`src/rtl/power_stage_pkg.sv`:
```
// power_stage_pkg: register map, field positions, reset values and timing constants
// assumes one 100 MHz system clock and byte-wide registers
package power_stage_pkg;

    localparam logic [7:0] SYSTEM_CONTROL_ADDR      = 8'h03;
    localparam logic [7:0] POWER_OUTPUT_ADDR        = 8'h0b;
    localparam logic [7:0] SINK_LIMIT_ADDR          = 8'h02;
    localparam logic [7:0] GUARD_TIMER_CONTROL_ADDR = 8'h0a;
    localparam logic [7:0] SYSTEM_STATUS_ADDR       = 8'h0c;

    localparam logic [7:0] REG_RESET = 8'h00;

    // system control fields
    localparam int PSE_BIT   = 7;
    localparam int SLEWH_BIT = 6;
    localparam int SLEWL_BIT = 5;
    localparam int STOP_BIT  = 0;
    // power output field
    localparam int SWON_BIT  = 1;
    // sink limit field
    localparam int LIM_LSB   = 0;
    // guard timer control fields
    localparam int GRST_BIT  = 5;
    localparam int GRE_BIT   = 4;
    localparam int GIE_BIT   = 3;
    localparam int GRATE_BIT = 0;
    // status fields
    localparam int LINL_BIT  = 6;
    localparam int SWOC_BIT  = 5;
    localparam int LV_BIT    = 3;
    localparam int HV_BIT    = 2;
    localparam int BROC_BIT  = 1;
    localparam int OT_BIT    = 0;

    // guard timer periods
    localparam int CLK_MHZ        = 100;
    localparam int FAST_PERIOD_MS = 10;
    localparam int SLOW_PERIOD_MS = 20;
    localparam int FAST_CYCLES    = FAST_PERIOD_MS * 1000 * CLK_MHZ;
    localparam int SLOW_CYCLES    = SLOW_PERIOD_MS * 1000 * CLK_MHZ;

    localparam logic [2:0] LIMIT_FIRST_CODE = 3'h3;

    typedef enum logic [2:0] {
        LIM_NONE,
        LIM_55MA,
        LIM_260MA,
        LIM_370MA,
        LIM_550MA,
        LIM_740MA
    } sink_limit_t;

    typedef enum logic [1:0] {
        SLEW_INITIAL_20K,
        SLEW_SLOW_10K,
        SLEW_FAST_8X,
        SLEW_FAST_4X
    } slew_t;

    typedef struct packed {
        logic       wr;
        logic       rd;
        logic [7:0] addr;
        logic [7:0] wdata;
    } reg_req_t;

    typedef struct packed {
        logic lowVoltage;
        logic highVoltage;
        logic overTemp;
    } ifr_mirror_t;

endpackage

```
`src/rtl/sink_limit_decode.sv`:
```
// sink_limit_decode: maps the three-bit limit code onto a named limit
// assumes a purely combinational use by the register bank
`timescale 1ns/1ps
module sink_limit_decode
(
    input  wire logic [2:0]                     code,
    output power_stage_pkg::sink_limit_t        limit
);
    wire logic [2:0] step = code - power_stage_pkg::LIMIT_FIRST_CODE;

    // codes below the first limit code mean no limit [RULE1]
    assign limit = (code < power_stage_pkg::LIMIT_FIRST_CODE)
                 ? power_stage_pkg::LIM_NONE
                 : power_stage_pkg::sink_limit_t'(step + 3'h1);
endmodule

```
`src/rtl/guard_timer.sv`:
```
// guard_timer: timeout counter with restart, rate select and count-enable hold
// assumes restart is a one-cycle pulse on the system clock
`timescale 1ns/1ps
module guard_timer
#(
    parameter int FAST_CYCLES = power_stage_pkg::FAST_CYCLES,
    parameter int SLOW_CYCLES = power_stage_pkg::SLOW_CYCLES
)
(
    input  wire logic mclk,
    input  wire logic sys_rst,
    input  wire logic run,
    input  wire logic countEn,
    input  wire logic rateFast,
    input  wire logic restart,
    output logic      expire
);
    logic [31:0] count_reg;
    wire  logic [31:0] endValue = rateFast ? 32'(FAST_CYCLES - 1) : 32'(SLOW_CYCLES - 1);
    wire  logic        atEnd    = count_reg >= endValue;

    always_ff @(posedge mclk)
    begin
        if (sys_rst || !run || restart)
            count_reg <= 32'h0; // [RULE12] [RULE16]
        else if (countEn)
            count_reg <= atEnd ? 32'h0 : count_reg + 32'h1;
    end

    always_ff @(posedge mclk)
    begin
        if (sys_rst)
            expire <= 1'b0;
        else
            expire <= run && countEn && atEnd && !restart;
    end
endmodule

```
`src/rtl/power_stage_control.sv`:
```
// power_stage_control: register bank for power stage, lin slew, stop request and guard timer
// assumes a plain strobe port master; analog fault inputs synchronous to mclk
`timescale 1ns/1ps
//
// Operation
// RULE1: limit code 000-010 means no limit; 011-111 select 55..740 mA; reset clears.
// RULE2: switched supply output on only when power stage and supply-on both set.
// RULE3: supply over-temperature protection only with high-temperature reset enabled.
// RULE4: supply over-current turns output off and sets its status flag.
// RULE5: power stage enable bit 7 gates bridges, lin transmitter and supply.
// RULE6: two slew bits pick 20k, 10k, fast 8x or fast 4x rates.
// RULE7: writing stop request enters stop; cleared by reset or cpu interrupt.
// RULE8: read-only lin limiting bit follows transmitter current limiting.
// RULE9: write 1 clears supply over-current flag and re-enables; 0 ignored.
// RULE10: low, high voltage and overtemp status bits mirror interrupt flags.
// RULE11: write 1 clears bridge over-current flag and re-enables bridges.
// RULE12: guard timer runs only when reset or wake enable is set.
// RULE13: guard reset enable can be set once; only reset clears it.
// RULE14: in run mode timer end with reset enable asserts reset output.
// RULE15: guard reset function pauses in stop and resumes in run.
// RULE16: restart write restarts the timeout; restart bit reads zero.
// RULE17: wake enable wakes system periodically; interrupt only in stop mode.
// RULE18: rate bit set gives 10 ms, clear gives 20 ms; reset clears.
// RULE19: software writes zero to reserved guard control bit 2.
// RULE20: software copies clock trim byte to trim register after reset.
// RULE21: over-current flags stay set and outputs off until cleared or reset.
module power_stage_control
#(
    parameter int FAST_CYCLES = power_stage_pkg::FAST_CYCLES,
    parameter int SLOW_CYCLES = power_stage_pkg::SLOW_CYCLES
)
(
    input  wire logic                        mclk,
    input  wire logic                        sys_rst,
    input  wire logic [7:0]                  addr,
    input  wire logic [7:0]                  wdata,
    input  wire logic                        wr,
    input  wire logic                        rd,
    output logic      [7:0]                  rdata,
    input  wire logic                        supplyOvercurrent,
    input  wire logic                        bridgeOvercurrent,
    input  wire logic                        supplyOvertemp,
    input  wire logic                        highTempResetEnable,
    input  wire logic                        linTxLimiting,
    input  wire logic                        lowVoltageFlag,
    input  wire logic                        highVoltageFlag,
    input  wire logic                        overtempFlag,
    input  wire logic                        cpuIrq,
    output logic                             switchedSupplyOutput,
    output logic                             bridgeEnable,
    output logic                             linTxEnable,
    output power_stage_pkg::sink_limit_t     sinkLimit,
    output power_stage_pkg::slew_t           linSlew,
    output logic                             stopMode,
    output logic                             guardOscRun,
    output logic                             guardResetOut,
    output logic                             guardWakeIrq
);
    logic       powerStageEnable_reg;
    logic [1:0] slewSelect_reg;
    logic       stopRequest_reg;
    logic       switchedSupplyOn_reg;
    logic [2:0] sinkLimitSelect_reg;
    logic       guardResetEnable_reg;
    logic       guardWakeEnable_reg;
    logic       guardRateSelect_reg;
    logic       supplyOcFlag_reg;
    logic       bridgeOcFlag_reg;
    power_stage_pkg::ifr_mirror_t mirror;
    power_stage_pkg::reg_req_t    req;
    power_stage_pkg::sink_limit_t limitDecoded;
    logic       guardExpire;

    assign req = '{wr: wr, rd: rd, addr: addr, wdata: wdata};
    assign mirror = '{lowVoltage: lowVoltageFlag, highVoltage: highVoltageFlag,
                      overTemp: overtempFlag};

    // address decode
    wire logic wrCtl    = req.wr && req.addr == power_stage_pkg::SYSTEM_CONTROL_ADDR;
    wire logic wrPout   = req.wr && req.addr == power_stage_pkg::POWER_OUTPUT_ADDR;
    wire logic wrLimit  = req.wr && req.addr == power_stage_pkg::SINK_LIMIT_ADDR;
    wire logic wrGuard  = req.wr && req.addr == power_stage_pkg::GUARD_TIMER_CONTROL_ADDR;
    wire logic wrStatus = req.wr && req.addr == power_stage_pkg::SYSTEM_STATUS_ADDR;

    wire logic guardRestart = wrGuard && req.wdata[power_stage_pkg::GRST_BIT];       // [RULE16]
    wire logic stopSet      = wrCtl && req.wdata[power_stage_pkg::STOP_BIT];         // [RULE7]
    wire logic supplyOcClr  = wrStatus && req.wdata[power_stage_pkg::SWOC_BIT];      // [RULE9]
    wire logic bridgeOcClr  = wrStatus && req.wdata[power_stage_pkg::BROC_BIT];      // [RULE11]
    wire logic supplyFault  = supplyOvercurrent || (highTempResetEnable && supplyOvertemp); // [RULE3]
    wire logic guardCount   = guardResetEnable_reg || guardWakeEnable_reg;           // [RULE12]

    // status image: mirrors from the interrupt flags plus sticky flags
    wire logic [7:0] statusImage = {1'b0, linTxLimiting, supplyOcFlag_reg, 1'b0,
                                    mirror.lowVoltage, mirror.highVoltage,
                                    bridgeOcFlag_reg, mirror.overTemp}; // [RULE8] [RULE10]
    wire logic [7:0] ctlImage    = {powerStageEnable_reg, slewSelect_reg, 5'h00};
    wire logic [7:0] guardImage  = {3'h0, guardResetEnable_reg, guardWakeEnable_reg,
                                    2'h0, guardRateSelect_reg}; // [RULE16]
    wire logic [7:0] readMux =
        (req.addr == power_stage_pkg::SYSTEM_CONTROL_ADDR)      ? ctlImage :
        (req.addr == power_stage_pkg::POWER_OUTPUT_ADDR)        ? {6'h00, switchedSupplyOn_reg, 1'b0} :
        (req.addr == power_stage_pkg::SINK_LIMIT_ADDR)          ? {5'h00, sinkLimitSelect_reg} :
        (req.addr == power_stage_pkg::GUARD_TIMER_CONTROL_ADDR) ? guardImage :
        (req.addr == power_stage_pkg::SYSTEM_STATUS_ADDR)       ? statusImage : 8'h00;

    sink_limit_decode u_limit
    (
        .code  (sinkLimitSelect_reg),
        .limit (limitDecoded)
    );

    guard_timer #(.FAST_CYCLES(FAST_CYCLES), .SLOW_CYCLES(SLOW_CYCLES)) u_guard
    (
        .mclk     (mclk),
        .sys_rst  (sys_rst),
        .run      (guardCount),
        .countEn  (guardCount),
        .rateFast (guardRateSelect_reg), // [RULE18]
        .restart  (guardRestart),
        .expire   (guardExpire)
    );

    // control registers
    always_ff @(posedge mclk)
    begin
        if (sys_rst)
        begin
            powerStageEnable_reg <= 1'b0;
            slewSelect_reg       <= 2'h0;
            switchedSupplyOn_reg <= 1'b0;
            sinkLimitSelect_reg  <= 3'h0;
            guardWakeEnable_reg  <= 1'b0;
            guardRateSelect_reg  <= 1'b0;
        end
        else
        begin
            if (wrCtl)
            begin
                powerStageEnable_reg <= req.wdata[power_stage_pkg::PSE_BIT]; // [RULE5]
                slewSelect_reg <= {req.wdata[power_stage_pkg::SLEWH_BIT],
                                   req.wdata[power_stage_pkg::SLEWL_BIT]}; // [RULE6]
            end
            if (wrPout)
                switchedSupplyOn_reg <= req.wdata[power_stage_pkg::SWON_BIT];
            if (wrLimit)
                sinkLimitSelect_reg <= req.wdata[power_stage_pkg::LIM_LSB +: 3]; // [RULE1]
            if (wrGuard)
            begin
                guardWakeEnable_reg <= req.wdata[power_stage_pkg::GIE_BIT];
                guardRateSelect_reg <= req.wdata[power_stage_pkg::GRATE_BIT]; // [RULE18]
            end
        end
    end

    // write-once reset enable
    always_ff @(posedge mclk)
    begin
        if (sys_rst)
            guardResetEnable_reg <= 1'b0;
        else if (wrGuard && req.wdata[power_stage_pkg::GRE_BIT])
            guardResetEnable_reg <= 1'b1; // [RULE13]
    end

    // stop request: set by write, cleared by cpu interrupt
    always_ff @(posedge mclk)
    begin
        if (sys_rst)
            stopRequest_reg <= 1'b0;
        else if (stopSet)
            stopRequest_reg <= 1'b1; // [RULE7]
        else if (cpuIrq)
            stopRequest_reg <= 1'b0; // [RULE7]
    end

    // sticky over-current flags, set wins over clear
    always_ff @(posedge mclk)
    begin
        if (sys_rst)
        begin
            supplyOcFlag_reg <= 1'b0;
            bridgeOcFlag_reg <= 1'b0;
        end
        else
        begin
            supplyOcFlag_reg <= supplyFault || (supplyOcFlag_reg && !supplyOcClr); // [RULE4] [RULE21]
            bridgeOcFlag_reg <= bridgeOvercurrent || (bridgeOcFlag_reg && !bridgeOcClr); // [RULE11] [RULE21]
        end
    end

    // registered outputs
    always_ff @(posedge mclk)
    begin
        if (sys_rst)
        begin
            rdata                <= 8'h00;
            switchedSupplyOutput <= 1'b0;
            bridgeEnable         <= 1'b0;
            linTxEnable          <= 1'b0;
            sinkLimit            <= power_stage_pkg::LIM_NONE;
            linSlew              <= power_stage_pkg::SLEW_INITIAL_20K;
            stopMode             <= 1'b0;
            guardOscRun          <= 1'b0;
            guardResetOut        <= 1'b0;
            guardWakeIrq         <= 1'b0;
        end
        else
        begin
            rdata <= req.rd ? readMux : 8'h00;
            switchedSupplyOutput <= powerStageEnable_reg && switchedSupplyOn_reg
                                    && !supplyOcFlag_reg && !supplyFault; // [RULE2] [RULE4]
            bridgeEnable  <= powerStageEnable_reg && !bridgeOcFlag_reg
                             && !bridgeOvercurrent; // [RULE5] [RULE11]
            linTxEnable   <= powerStageEnable_reg; // [RULE5]
            sinkLimit     <= limitDecoded; // [RULE1]
            linSlew       <= power_stage_pkg::slew_t'(slewSelect_reg); // [RULE6]
            stopMode      <= stopRequest_reg; // [RULE7]
            guardOscRun   <= guardCount; // [RULE12]
            guardResetOut <= guardExpire && guardResetEnable_reg && !stopRequest_reg; // [RULE14] [RULE15]
            guardWakeIrq  <= guardExpire && guardWakeEnable_reg && stopRequest_reg; // [RULE17]
        end
    end

    // assertions
    property p_supply_gate;
        @(posedge mclk) disable iff (sys_rst)
        switchedSupplyOutput |-> $past(powerStageEnable_reg) && $past(switchedSupplyOn_reg);
    endproperty
    a_supply_gate: assert property (p_supply_gate) else $error("supply on without enables"); // [RULE2]

    property p_supply_oc_sticky;
        @(posedge mclk) disable iff (sys_rst)
        supplyOcFlag_reg && !supplyOcClr |=> supplyOcFlag_reg;
    endproperty
    a_supply_oc_sticky: assert property (p_supply_oc_sticky) else $error("supply flag lost"); // [RULE21]

    property p_supply_oc_set;
        @(posedge mclk) disable iff (sys_rst)
        supplyOvercurrent |=> supplyOcFlag_reg ##1 !switchedSupplyOutput;
    endproperty
    a_supply_oc_set: assert property (p_supply_oc_set) else $error("supply fault not latched"); // [RULE4]

    property p_bridge_clear;
        @(posedge mclk) disable iff (sys_rst)
        bridgeOcClr && !bridgeOvercurrent |=> !bridgeOcFlag_reg;
    endproperty
    a_bridge_clear: assert property (p_bridge_clear) else $error("bridge flag not cleared"); // [RULE11]

    property p_write_once;
        @(posedge mclk) disable iff (sys_rst)
        guardResetEnable_reg |=> guardResetEnable_reg;
    endproperty
    a_write_once: assert property (p_write_once) else $error("reset enable cleared"); // [RULE13]

    property p_reset_not_in_stop;
        @(posedge mclk) disable iff (sys_rst)
        guardResetOut |-> $past(!stopRequest_reg) && $past(guardResetEnable_reg);
    endproperty
    a_reset_not_in_stop: assert property (p_reset_not_in_stop) else $error("reset in stop"); // [RULE15]

    property p_wake_in_stop;
        @(posedge mclk) disable iff (sys_rst)
        guardWakeIrq |-> $past(stopRequest_reg) && $past(guardWakeEnable_reg);
    endproperty
    a_wake_in_stop: assert property (p_wake_in_stop) else $error("wake outside stop"); // [RULE17]

    property p_stop_set;
        @(posedge mclk) disable iff (sys_rst)
        stopSet |=> ##1 stopMode;
    endproperty
    a_stop_set: assert property (p_stop_set) else $error("stop not entered"); // [RULE7]

    property p_osc_off;
        @(posedge mclk) disable iff (sys_rst)
        !guardResetEnable_reg && !guardWakeEnable_reg |=> !guardOscRun && !guardResetOut;
    endproperty
    a_osc_off: assert property (p_osc_off) else $error("timer runs while disabled"); // [RULE12]

    property p_restart_reads_zero;
        @(posedge mclk) disable iff (sys_rst)
        rd && addr == power_stage_pkg::GUARD_TIMER_CONTROL_ADDR |=> !rdata[power_stage_pkg::GRST_BIT];
    endproperty
    a_restart_reads_zero: assert property (p_restart_reads_zero) else $error("restart reads one"); // [RULE16]

    property p_lin_gate;
        @(posedge mclk) disable iff (sys_rst)
        linTxEnable |-> $past(powerStageEnable_reg);
    endproperty
    a_lin_gate: assert property (p_lin_gate) else $error("lin on without enable"); // [RULE5]

    property p_bridge_gate;
        @(posedge mclk) disable iff (sys_rst)
        bridgeEnable |-> $past(powerStageEnable_reg) && !$past(bridgeOcFlag_reg);
    endproperty
    a_bridge_gate: assert property (p_bridge_gate) else $error("bridge on while blocked"); // [RULE11]

    property p_bridge_oc_sticky;
        @(posedge mclk) disable iff (sys_rst)
        bridgeOcFlag_reg && !bridgeOcClr |=> bridgeOcFlag_reg;
    endproperty
    a_bridge_oc_sticky: assert property (p_bridge_oc_sticky) else $error("bridge flag lost"); // [RULE21]

    property p_supply_clear;
        @(posedge mclk) disable iff (sys_rst)
        supplyOcClr && !supplyFault |=> !supplyOcFlag_reg;
    endproperty
    a_supply_clear: assert property (p_supply_clear) else $error("supply flag not cleared"); // [RULE9]

    property p_stop_clear;
        @(posedge mclk) disable iff (sys_rst)
        cpuIrq && !stopSet |=> !stopRequest_reg;
    endproperty
    a_stop_clear: assert property (p_stop_clear) else $error("stop kept after irq"); // [RULE7]

    property p_stop_mode;
        @(posedge mclk) disable iff (sys_rst)
        stopRequest_reg |=> stopMode;
    endproperty
    a_stop_mode: assert property (p_stop_mode) else $error("stop mode missing"); // [RULE7]

    property p_osc_on;
        @(posedge mclk) disable iff (sys_rst)
        guardResetEnable_reg || guardWakeEnable_reg |=> guardOscRun;
    endproperty
    a_osc_on: assert property (p_osc_on) else $error("timer stopped while enabled"); // [RULE12]

    property p_limit_none;
        @(posedge mclk) disable iff (sys_rst)
        sinkLimitSelect_reg < power_stage_pkg::LIMIT_FIRST_CODE
        |=> sinkLimit == power_stage_pkg::LIM_NONE;
    endproperty
    a_limit_none: assert property (p_limit_none) else $error("low code gives limit"); // [RULE1]

    property p_limit_top;
        @(posedge mclk) disable iff (sys_rst)
        sinkLimitSelect_reg == 3'h7 |=> sinkLimit == power_stage_pkg::LIM_740MA;
    endproperty
    a_limit_top: assert property (p_limit_top) else $error("top code wrong limit"); // [RULE1]

    property p_status_mirror;
        @(posedge mclk) disable iff (sys_rst)
        rd && addr == power_stage_pkg::SYSTEM_STATUS_ADDR
        |=> rdata[power_stage_pkg::LV_BIT] == $past(lowVoltageFlag)
            && rdata[power_stage_pkg::OT_BIT] == $past(overtempFlag);
    endproperty
    a_status_mirror: assert property (p_status_mirror) else $error("mirror bits wrong"); // [RULE10]

    property p_lin_limit_status;
        @(posedge mclk) disable iff (sys_rst)
        rd && addr == power_stage_pkg::SYSTEM_STATUS_ADDR
        |=> rdata[power_stage_pkg::LINL_BIT] == $past(linTxLimiting);
    endproperty
    a_lin_limit_status: assert property (p_lin_limit_status) else $error("lin limit bit wrong"); // [RULE8]

    c_guard_reset: cover property (@(posedge mclk) disable iff (sys_rst) guardResetOut);
    c_guard_wake:  cover property (@(posedge mclk) disable iff (sys_rst) guardWakeIrq);
    c_oc_clear:    cover property (@(posedge mclk) disable iff (sys_rst)
                                   supplyOcFlag_reg ##1 supplyOcClr ##1 !supplyOcFlag_reg);
    c_stop_entry:  cover property (@(posedge mclk) disable iff (sys_rst) stopSet ##2 stopMode);
    c_restart:     cover property (@(posedge mclk) disable iff (sys_rst) guardRestart);
endmodule

```
`config.mk`:
```
export PLATFORM = sky130hd
export DESIGN_NAME = power_stage_control
export DESIGN_NICKNAME = d
export VERILOG_FILES = /design/src/rtl/power_stage_pkg.sv /design/src/rtl/sink_limit_decode.sv /design/src/rtl/guard_timer.sv /design/src/rtl/power_stage_control.sv
export SDC_FILE = /design/constraint.sdc
export NUM_CORES = 1
export LEC_CHECK = 0
export ABC_AREA = 1
export ABC_CLOCK_PERIOD_IN_PS = 2970
export BUFFER_PORTS_ARGS = -buffer_cell sky130_fd_sc_hd__buf_4
export CAP_MARGIN = 20
export CORE_MARGIN = 2
export CORE_UTILIZATION = 53
export DETAILED_ROUTE_END_ITERATION = 10
export GPL_TIMING_DRIVEN = 0
export PLACE_DENSITY = 0.81
export REMOVE_ABC_BUFFERS = 1
export SYNTH_ARGS = -nofsm -noshare
export SYNTH_HDL_FRONTEND = slang
export SYNTH_SLANG_ARGS = --single-unit
```
`constraint.sdc`:
```
create_clock -name mclk -period 2.97 [get_ports mclk]
set_clock_uncertainty 0.05 [all_clocks]
set_input_delay 0.594 -clock mclk [delete_from_list [all_inputs] [get_ports mclk]]
set_output_delay 0.594 -clock mclk [all_outputs]
set_load 0.1 [all_outputs]
```
==> results.toml, run 1 <==
[layout]
final_cell_mix = "66 x dfxtp_1, 65 x nand2_1, 50 x nor2_1"
mostFrequentLayoutCell = "dfxtp_1"
syn2layout_area_growth_pct = 23.6
fin_area_um2 = 3530
final_nets = 456
diodes = 0
largest_reg_flops = 32
fill_cells = 419
drive_gt1_share_pct = 22.0
register_area_um2 = 1320
multi_input_area_um2 = 1370

[floorplanning]
core-area_um2 = 5140
initial_core_util_pct = 55.6
die_y_um = 77.4
num_rows = 26
die_w_um = 77.4
ios = 49
die-area_um2 = 5990

[routing]
firstDrtPassIters = 4
finalWirelength_mm = 6.01
viasPerCell = 4.97
drc = 0
first_iter_violations = 146
vias = 2452
ant_nets = 0
wire_per_inst_um = 12.2

[pwr]
sw_frac_of_total_pct = 21.6
p_sw_uw = 391
clockPowerShare_pct = 46.9
power.density_nw_per_um2 = 514
p_leak_nw = 1.49
power_frac_seq_pct = 49.5
ir_drop_mv = 0.385
p_int_mw = 1.42
pwr-share-comb_pct = 3.6

[critical_path]
slowest_stage = "dfxtp_1"
critPathKind = "reg2reg"
cp_cell_sequence = "inv_1, ha_1, nand2_1, o21ai_0, a21oi_1, nand2_1, nand2_1, nand3_2, nor2_1"
crit_fanout = 22
required_ns = 3.18
worst_path_largest_cell_delay_ns = 0.46
crit_arrival_ns = 2.45
startpoint_type = "register"
crit_path_frequent_cell = "nand2_1"
cp-end-kind = "register"

[global_routing]
antenna_found_initial = 0
grt_max_degree = 23
track_usage_pct = 21.2
grt_pass1_wl_mm = 10.0
overflow = 0
grt_pass1_vias = 2302

[timing]
setup_viol = 0
maxSlewViolCount = 0
post-route-period-util_pct = 75.3
setup_ws_ns = 0.732
tns_ns = 0
fin_crit_ns = 2.24
rsz0062_at_grt = "no"
clock.fmax_mhz = 447
final_hold_viol_count = 0

[clock_tree]
cts_tree = "built"
clock_path_buffers = 2
path_clk_slew_ns = 0.07
ctsResizeCount = 0
cts-root-buf = "clkbuf_8"
worstSkewPairLatency_ns = 0.35
cts_made_buffers = 9
holdBufCountCts = 0
h-tree-depth = 3
clock-sinks = 66
cts_setup_buffers = 0

[placed_design]
dp_hpwl_mm = 4.45
place_ws_ns = 0.721
io_buffers = 48
detailed_place.area_um2 = 3300
gp_congestion = 0.864

[logic_synthesis]
synth.avg_cell_area_um2 = 8.04
ys_ff_latch = 66
synth_warnings = 0
netlist_area_um2 = 2860
synth_cell_types = 28
synth_cells = 355
seq_area_frac_synth_pct = 46.3

[outcome]
status = "complete, no violations"

[hold_path]
hp-class = "in2reg"

[flow_run]
maxCapViolations = 0
synthesized netlist by cell type, drive strengths merged:
cell type / instances / area [um2]
clkbuf: 3 / 11.3
mux2i: 1 / 10.0
dfxtp: 66 / 1320
nor4: 4 / 25.0
nand3b: 1 / 7.51
nand2: 70 / 275
nor3: 12 / 90.1
nand4: 11 / 83.8
ha: 9 / 113
a21oi: 16 / 80.1
xor2: 8 / 70.1
nand3: 18 / 100
xnor2: 7 / 61.3
o21ai: 14 / 70.1
o31ai: 1 / 7.51
inv: 44 / 165
o211ai: 1 / 7.51
o221ai: 1 / 8.76
nor2: 65 / 322
conb: 1 / 3.75
buf: 2 / 22.5
worst max-delay path: cells and delay by family (launching register included):
kind,cells,cell delay (ns)
DFF,1,0.46
AOI/OAI and AO/OA,2,0.25
buffers and inverters,1,0.17
adders and majority gates,1,0.34
and+or+nand+nor,5,0.87
kinds of logic after synthesis:
| kind of cell | after synthesis | synth area share (%) |
|---|---|---|
| simple gates | 181 | 31.6 |
| xor+xnor | 15 | 4.60 |
| buf+inv | 49 | 6.97 |
| mux | 1 | 0.351 |
| fa+ha+maj | 9 | 3.94 |
| flops | 66 | 46.3 |
| compound gates | 33 | 6.09 |
| other cells | 1 | 0.131 |
worst paths after layout:
path                            slack, ns                             start                           endpoint  cells after the start
worst max-delay path                 0.73  guardRateSelect_reg$_SDFFE_PP0P_  u_guard.count_reg[5]$_SDFFE_PP0N_                      9
worst min-delay path                 0.36                 bridgeOvercurrent            bridgeEnable$_SDFF_PP0_                      2
worst max register to register       0.73  guardRateSelect_reg$_SDFFE_PP0P_  u_guard.count_reg[5]$_SDFFE_PP0N_                      9
worst min register to register       0.40      stopRequest_reg$_SDFFE_PP0P_           guardResetOut$_SDFF_PP0_                      1
power by group through the flow:
| stage | Combinational [mW] | Sequential [mW] | Clock (mW) |
|---|---|---|---|
| finish | 0.0644 | 0.898 | 0.851 |
| global route | 0.0718 | 0.898 | 0.902 |
| CTS | 0.0637 | 0.898 | 0.860 |
| detailed placement | 0.0634 | 0.918 | 0 |
| global placement | 0.0619 | 0.918 | 0 |
| floorplan | 0.0217 | 0.918 | 0 |
cell type report:
cell class	instances	area share, %
Inverter	44	4.68
Sequential cell	66	37.4
Tap cell	70	2.48
Clock inverter	6	2.52
Clock buffer	10	3.90
Timing Repair Buffer	48	10.2
Multi-Input combinational cell	249	38.8
metal layers:
metal  routed length (um)  global-route usage, %  share of wire [%]  up-vias
met2                 2880                   34.7                 48       68
met5                    0                      0                  0        -
li1                     -                      -                  -     1255
met3                  338                   4.77                5.6       12
met1                 2690                   26.4                 45     1117
met4                  102                   10.7                1.7        0
metrics by stage:
stage          utilization [%]  power (mW)  hold WS (ns)  std cells
6_report                  68.7        1.81         0.363        493
2_1_floorplan                -       0.940         0.347        359
5_1_grt                   68.7        1.87         0.369        493
3_5_place_dp              64.3       0.982         0.378        477
3_3_place_gp              64.3       0.980         0.357        477
4_1_cts                   68.7        1.82         0.358        493
Power figures use the tool's default switching activity.
==> inputs of run 2 (changes only) <==
- ABC_CLOCK_PERIOD_IN_PS: 2970 -> 1900
- CORE_UTILIZATION: 53 -> 50
- PLACE_DENSITY: 0.81 -> 0.8
- clock period: 2.97 -> 1.9 ns (I/O delays scaled with it)
==> run 2 against run 1 <==
  * Sequential share of layout area is 1.5 points lower
  * Clock-buffer cell count down 1
  * Via count rose by 2.8%
  * Global-route usage fell by 0.74 points
  * Sequential power increased by 56%
  * Core utilization is 1.6 points lower
  * Highest routed layer unchanged
==> results.toml, run 2 (synthesis gave the netlist of run 1 again) <==
[floorplanning]
die_y_um = 79.6
core-area_um2 = 5510
ios = 49
die_w_um = 79.6
num_rows = 27
die-area_um2 = 6330
initial_core_util_pct = 51.9

[clock_tree]
clock-sinks = 66
clock_path_buffers = 2
holdBufCountCts = 0
cts_made_buffers = 9
path_clk_slew_ns = 0.08
cts-root-buf = "clkbuf_8"
cts_tree = "built"
h-tree-depth = 3
worstSkewPairLatency_ns = 0.34

[layout]
mostFrequentLayoutCell = "dfxtp_1"
syn2layout_area_growth_pct = 29.3
largest_reg_flops = 32
final_core_util_pct = 67.0
drive_gt1_share_pct = 26.2
final_cell_mix = "65 x dfxtp_1, 64 x nand2_1, 52 x buf_4"
fin_area_um2 = 3690
diodes = 0
final_nets = 465

[timing]
maxSlewViolCount = 0
hold_ws_ns = 0.146
post-route-period-util_pct = 98.0
setup_viol = 0
clock.fmax_mhz = 537
final_hold_viol_count = 0
fin_crit_ns = 1.86
tns_ns = 0

[routing]
firstDrtPassIters = 4
ant_nets = 0
drc = 0
viasPerCell = 5.00
finalWirelength_mm = 6.52
first_iter_violations = 127
vias = 2521
wire_per_inst_um = 12.9

[global_routing]
grt_pass1_wl_mm = 9.98
track_usage_pct = 20.5
grt_max_degree = 15
overflow = 0
grt_pass1_vias = 2365
antenna_found_initial = 0

[pwr]
power.density_nw_per_um2 = 732
ir_drop_mv = 0.755
p_leak_nw = 1.54

[placed_design]
dp_hpwl_mm = 4.34
detailed_place.area_um2 = 3310
gp_congestion = 0.837
io_buffers = 48

[hold_path]
min_to = "bridgeEnable$_SDFF_PP0_"
hp-class = "in2reg"
hold_path_depth = 2
min_from = "bridgeOvercurrent"

[critical_path]
r2r_slack_ns = 0.04
critPathKind = "reg2reg"
timing.rr.start = "guardRateSelect_reg$_SDFFE_PP0P_"
r2r_cells = 9
crit_path_frequent_cell = "nand2_1"
worst_path_largest_cell_delay_ns = 0.39
startpoint_type = "register"
cp-end-kind = "register"
crit_fanout = 6
required_ns = 2.09
crit_arrival_ns = 2.05
slowest_stage = "dfxtp_4"
rr_endpoint = "u_guard.count_reg[11]$_SDFFE_PP0N_"
cp_cell_sequence = "clkinvlp_4, ha_4, nand2_1, nor3_1, a21oi_2, nand2_1, nand2_4, nand3_4, nor2_2"

[flow_run]
maxCapViolations = 0

[outcome]
status = "complete, no violations"
[run 2: worst max path at each step]
stage	startpoint	end	slack, ns	cells after the start
finish	guardRateSelect_reg$_SDFFE_PP0P_	u_guard.count_reg[11]$_SDFFE_PP0N_	0.04	9
global route	guardRateSelect_reg$_SDFFE_PP0P_	u_guard.count_reg[16]$_SDFFE_PP0N_	-0.03	9
CTS	guardRateSelect_reg$_SDFFE_PP0P_	u_guard.count_reg[18]$_SDFFE_PP0N_	0.03	11
detailed placement	guardRateSelect_reg$_SDFFE_PP0P_	u_guard.count_reg[2]$_SDFFE_PP0N_	-0.30	11
global placement	guardRateSelect_reg$_SDFFE_PP0P_	u_guard.count_reg[20]$_SDFFE_PP0N_	-0.23	11
floorplan	guardRateSelect_reg$_SDFFE_PP0P_	u_guard.count_reg[20]$_SDFFE_PP0N_	0.16	11
[run 2: layer usage]
metal  up-vias  share of wire, %  GRT usage, %  wire length (um)
met5         -                 0             0                 0
li1       1284                 -             -                 -
met3        10               5.0          3.85               327
met1      1167                42          22.7              2710
met4         0               1.8          12.6               116
met2        60                52          36.1              3370
[run 2: final cells by class]
cell class	count	area, um2
Inverter	44	169
Tap cell	72	90.1
Clock buffer	9	124
Sequential cell	66	1330
Clock inverter	7	77.6
Fill cell	453	1820
Timing Repair Buffer	54	422
Multi-Input combinational cell	252	1480
[run 2: stage by stage]
| step | power, mW | setup WS [ns] | std cells |
|---|---|---|---|
| detailed placement | 1.54 | -0.299 | 479 |
| global route | 2.80 | -0.0326 | 504 |
| global placement | 1.53 | -0.229 | 479 |
| floorplan | 1.47 | 0.159 | 359 |
| finish | 2.70 | 0.0380 | 504 |
| CTS | 2.72 | 0.0281 | 496 |
[run 2: report_power, final]
part / leakage (nW) / internal, mW / total [mW] / switching (mW)
sequential: 0.537 / 1.40 / 1.40 / 0.00592
combinational: 0.900 / 0.0496 / 0.104 / 0.0542
clock: 0.100 / 0.616 / 1.19 / 0.579
[run 2: timing repair]
action,in CTS,in global routing
gates cloned,1,2
resized for setup,4,16
setup buffers,0,6
pin swaps,1,6
endpoints found under the setup margin,22,22
[run 2: critical path: cells and delay by family (launching register included)]
| family | cells | cell delay (ns) |
|---|---|---|
| AND/OR/NAND/NOR | 6 | 0.75 |
| flip-flops | 1 | 0.39 |
| adder cells (fa/ha/maj) | 1 | 0.31 |
| buffers and inverters | 1 | 0.18 |
| AO/OA/AOI/OAI | 1 | 0.08 |
==> inputs of run 3 (changes only) <==
- CORE_UTILIZATION: 50 -> 51
- PLACE_DENSITY: 0.8 -> 0.81
- SYNTH_HIERARCHICAL: unset -> 1
==> run 3 against run 2 <==
  * Non-clock buffer count is 2 lower
  * Synthesized cell count is 21% higher
  * First-iteration DRC count fell by 17%
  * Flip-flop and latch count unchanged
  * Setup slack gained 0.060 ns
  * Hold slack better by 0.025 ns
  * Die area increased by 5.3%
  * Sequential power about the same
  * Critical path depth is 4 higher
  * Critical path type unchanged
  * Critical endpoint is now u_guard/count_reg[1]$_SDFFE_PP0P_
  * Highest routed layer unchanged
==> results.toml, run 3 <==
[layout]
mostFrequentLayoutCell = "nand2_1"
largest_reg_flops = 32
fin_area_um2 = 3830
drive_gt1_share_pct = 24.1
syn2layout_area_growth_pct = 24.7
final_core_util_pct = 65.1
diodes = 0
final_nets = 525
final_cell_mix = "86 x nand2_1, 78 x nor2_1, 65 x dfxtp_1"

[timing]
clock.fmax_mhz = 555
post-route-period-util_pct = 94.8
hold_ws_ns = 0.171
tns_ns = 0
fin_crit_ns = 1.80
final_hold_viol_count = 0
maxSlewViolCount = 0
worst_pin_slew_ns = 0.473
setup_viol = 0
slew_headroom_pct = 68.3
rsz0062_at_grt = "yes"

[critical_path]
crit_start = "guardRateSelect_reg$_SDFFE_PP0P_"
cp-end-kind = "register"
timing.rr.start = "guardRateSelect_reg$_SDFFE_PP0P_"
crit_fanout = 11
r2r_cells = 13
critPathKind = "reg2reg"
startpoint_type = "register"
required_ns = 2.12
crit_arrival_ns = 2.03

[global_routing]
grt_max_degree = 16
antenna_found_initial = 0
track_usage_pct = 20.7
overflow = 0
grt_pass1_vias = 2529
grt_pass1_wl_mm = 10.5

[routing]
wire_per_inst_um = 11.6
ant_nets = 0
finalWirelength_mm = 6.59
drc = 0
vias = 2735
viasPerCell = 4.82
firstDrtPassIters = 4
first_iter_violations = 105

[logic_synthesis]
synth_cell_types = 32
synth_warnings = 6
ys_async_sr_fraction_pct = 0
synth_top_area_cell = "dfxtp_1"
synthTopCellsByArea = "dfxtp_1 43%, nand2_1 11%, nor2_1 11%, inv_1 7.4%, nand3_1 3.7%"
seq_area_frac_synth_pct = 43.0
netlist_area_um2 = 3070
ys.flop_type = "dfxtp_1"
synth_edf_count = 0
synth_top_cell_area_share_pct = 43.0
yosys-top-cells-count = "88 x nand2_1, 88 x nor2_1, 66 x dfxtp_1, 61 x inv_1, 23 x nand3_1"
ys_ff_latch = 66
synth.avg_cell_area_um2 = 7.15
synth_cells = 430

[flow_run]
maxCapViolations = 0

[floorplanning]
die_w_um = 81.6
die-area_um2 = 6670
ios = 49
die_y_um = 81.6
num_rows = 28
core-area_um2 = 5890
initial_core_util_pct = 52.2

[clock_tree]
worstSkewPairLatency_ns = 0.34
cts_made_buffers = 9
cts_tree = "built"
path_clk_slew_ns = 0.08
clock_path_buffers = 2
h-tree-depth = 3
holdBufCountCts = 0
clock-sinks = 66
cts-root-buf = "clkbuf_8"

[placed_design]
detailed_place.area_um2 = 3480
dp_hpwl_mm = 4.67
gp_congestion = 0.882
io_buffers = 48

[pwr]
ir_drop_mv = 0.541
p_leak_nw = 1.61
power.density_nw_per_um2 = 729

[outcome]
status = "complete, no violations"

[hold_path]
hold_path_depth = 2
min_from = "bridgeOvercurrent"
hp-class = "in2reg"
## run 3: changes by cell type in the layout (fill, tap and decap cells not counted), sizes merged, moves of 4 or more
cell and delta:
xnor2 -4, inv +20, conb -10, nor2 +39
nand2 +28, xor2 -4, nand4 -7, a21oi -8
nand3 +5
## run 3: cell families (layout without fill, tap and decap cells)
kind of cell / after synthesis / after routing / share of synthesized area [%]
XOR/XNOR: 7 / 7 / 1.99
flip-flops: 66 / 66 / 43.0
AND/OR/NAND/NOR: 251 / 252 / 37.3
buffers and inverters: 70 / 132 / 9.48
adder cells (fa/ha/maj): 8 / 8 / 3.26
AO/OA/AOI/OAI: 27 / 27 / 4.68
multiplexers: 1 / 1 / 0.326
## run 3: final timing paths
kind | to | slack, ns
worst min-delay path | bridgeEnable$_SDFF_PP0_ | 0.17
worst max register to register | u_guard/count_reg[1]$_SDFFE_PP0P_ | 0.1
worst min register to register | guardResetOut$_SDFF_PP0_ | 0.38
worst max-delay path | u_guard/count_reg[1]$_SDFFE_PP0P_ | 0.1
## run 3: critical path, stage by stage, from the launching register on
cell and delay (ns):
dfxtp_4 0.39, inv_2 0.06, ha_1 0.31, nand2_1 0.07
nand2_1 0.04, nand2_1 0.05, nand2_1 0.06, a21oi_2 0.11
nand2_1 0.07, nand2_1 0.07, nand2_1 0.08, nand2_4 0.14
nand2_8 0.11, nor2_1 0.12
## run 3: timing repair
item / in CTS / in global routing
gates resized for setup: 6 / 20
pin swaps: 0 / 1
setup buffers: 0 / 4
setup endpoints to repair: 22 / 22
cloned: 1 / 0
## run 3: area by class of cell
cell class / count / area (um2)
Fill cell: 513 / 2050
Multi-Input combinational cell: 295 / 1560
Sequential cell: 66 / 1330
Timing Repair Buffer: 52 / 390
Inverter: 64 / 245
Clock buffer: 10 / 128
Tap cell: 75 / 93.8
Clock inverter: 6 / 90.1
## run 3: routing by layer
| layer | track usage, % | vias to the layer above | wire (um) |
|---|---|---|---|
| met4 | 7.33 | 0 | 81 |
| met5 | 0 | - | 0 |
| li1 | - | 1442 | - |
| met2 | 37.1 | 67 | 3270 |
| met1 | 23.6 | 1214 | 2860 |
| met3 | 5.49 | 12 | 385 |
## run 3: power breakdown
group	total, mW	internal [mW]	switching [mW]
sequential	1.39	1.38	0.00220
combinational	0.120	0.0539	0.0661
clock	1.29	0.744	0.545
total	2.80	2.18	0.613
## run 3: stage by stage
| stage | power, mW | std cells | setup WS (ns) |
|---|---|---|---|
| final | 2.80 | 568 | 0.0982 |
| after global routing | 2.89 | 568 | -0.0362 |
| after CTS | 2.82 | 564 | 0.000302 |
| after detailed placement | 1.54 | 547 | -0.281 |
| after global placement | 1.54 | 547 | -0.229 |
| after floorplan | 1.47 | 424 | 0.151 |
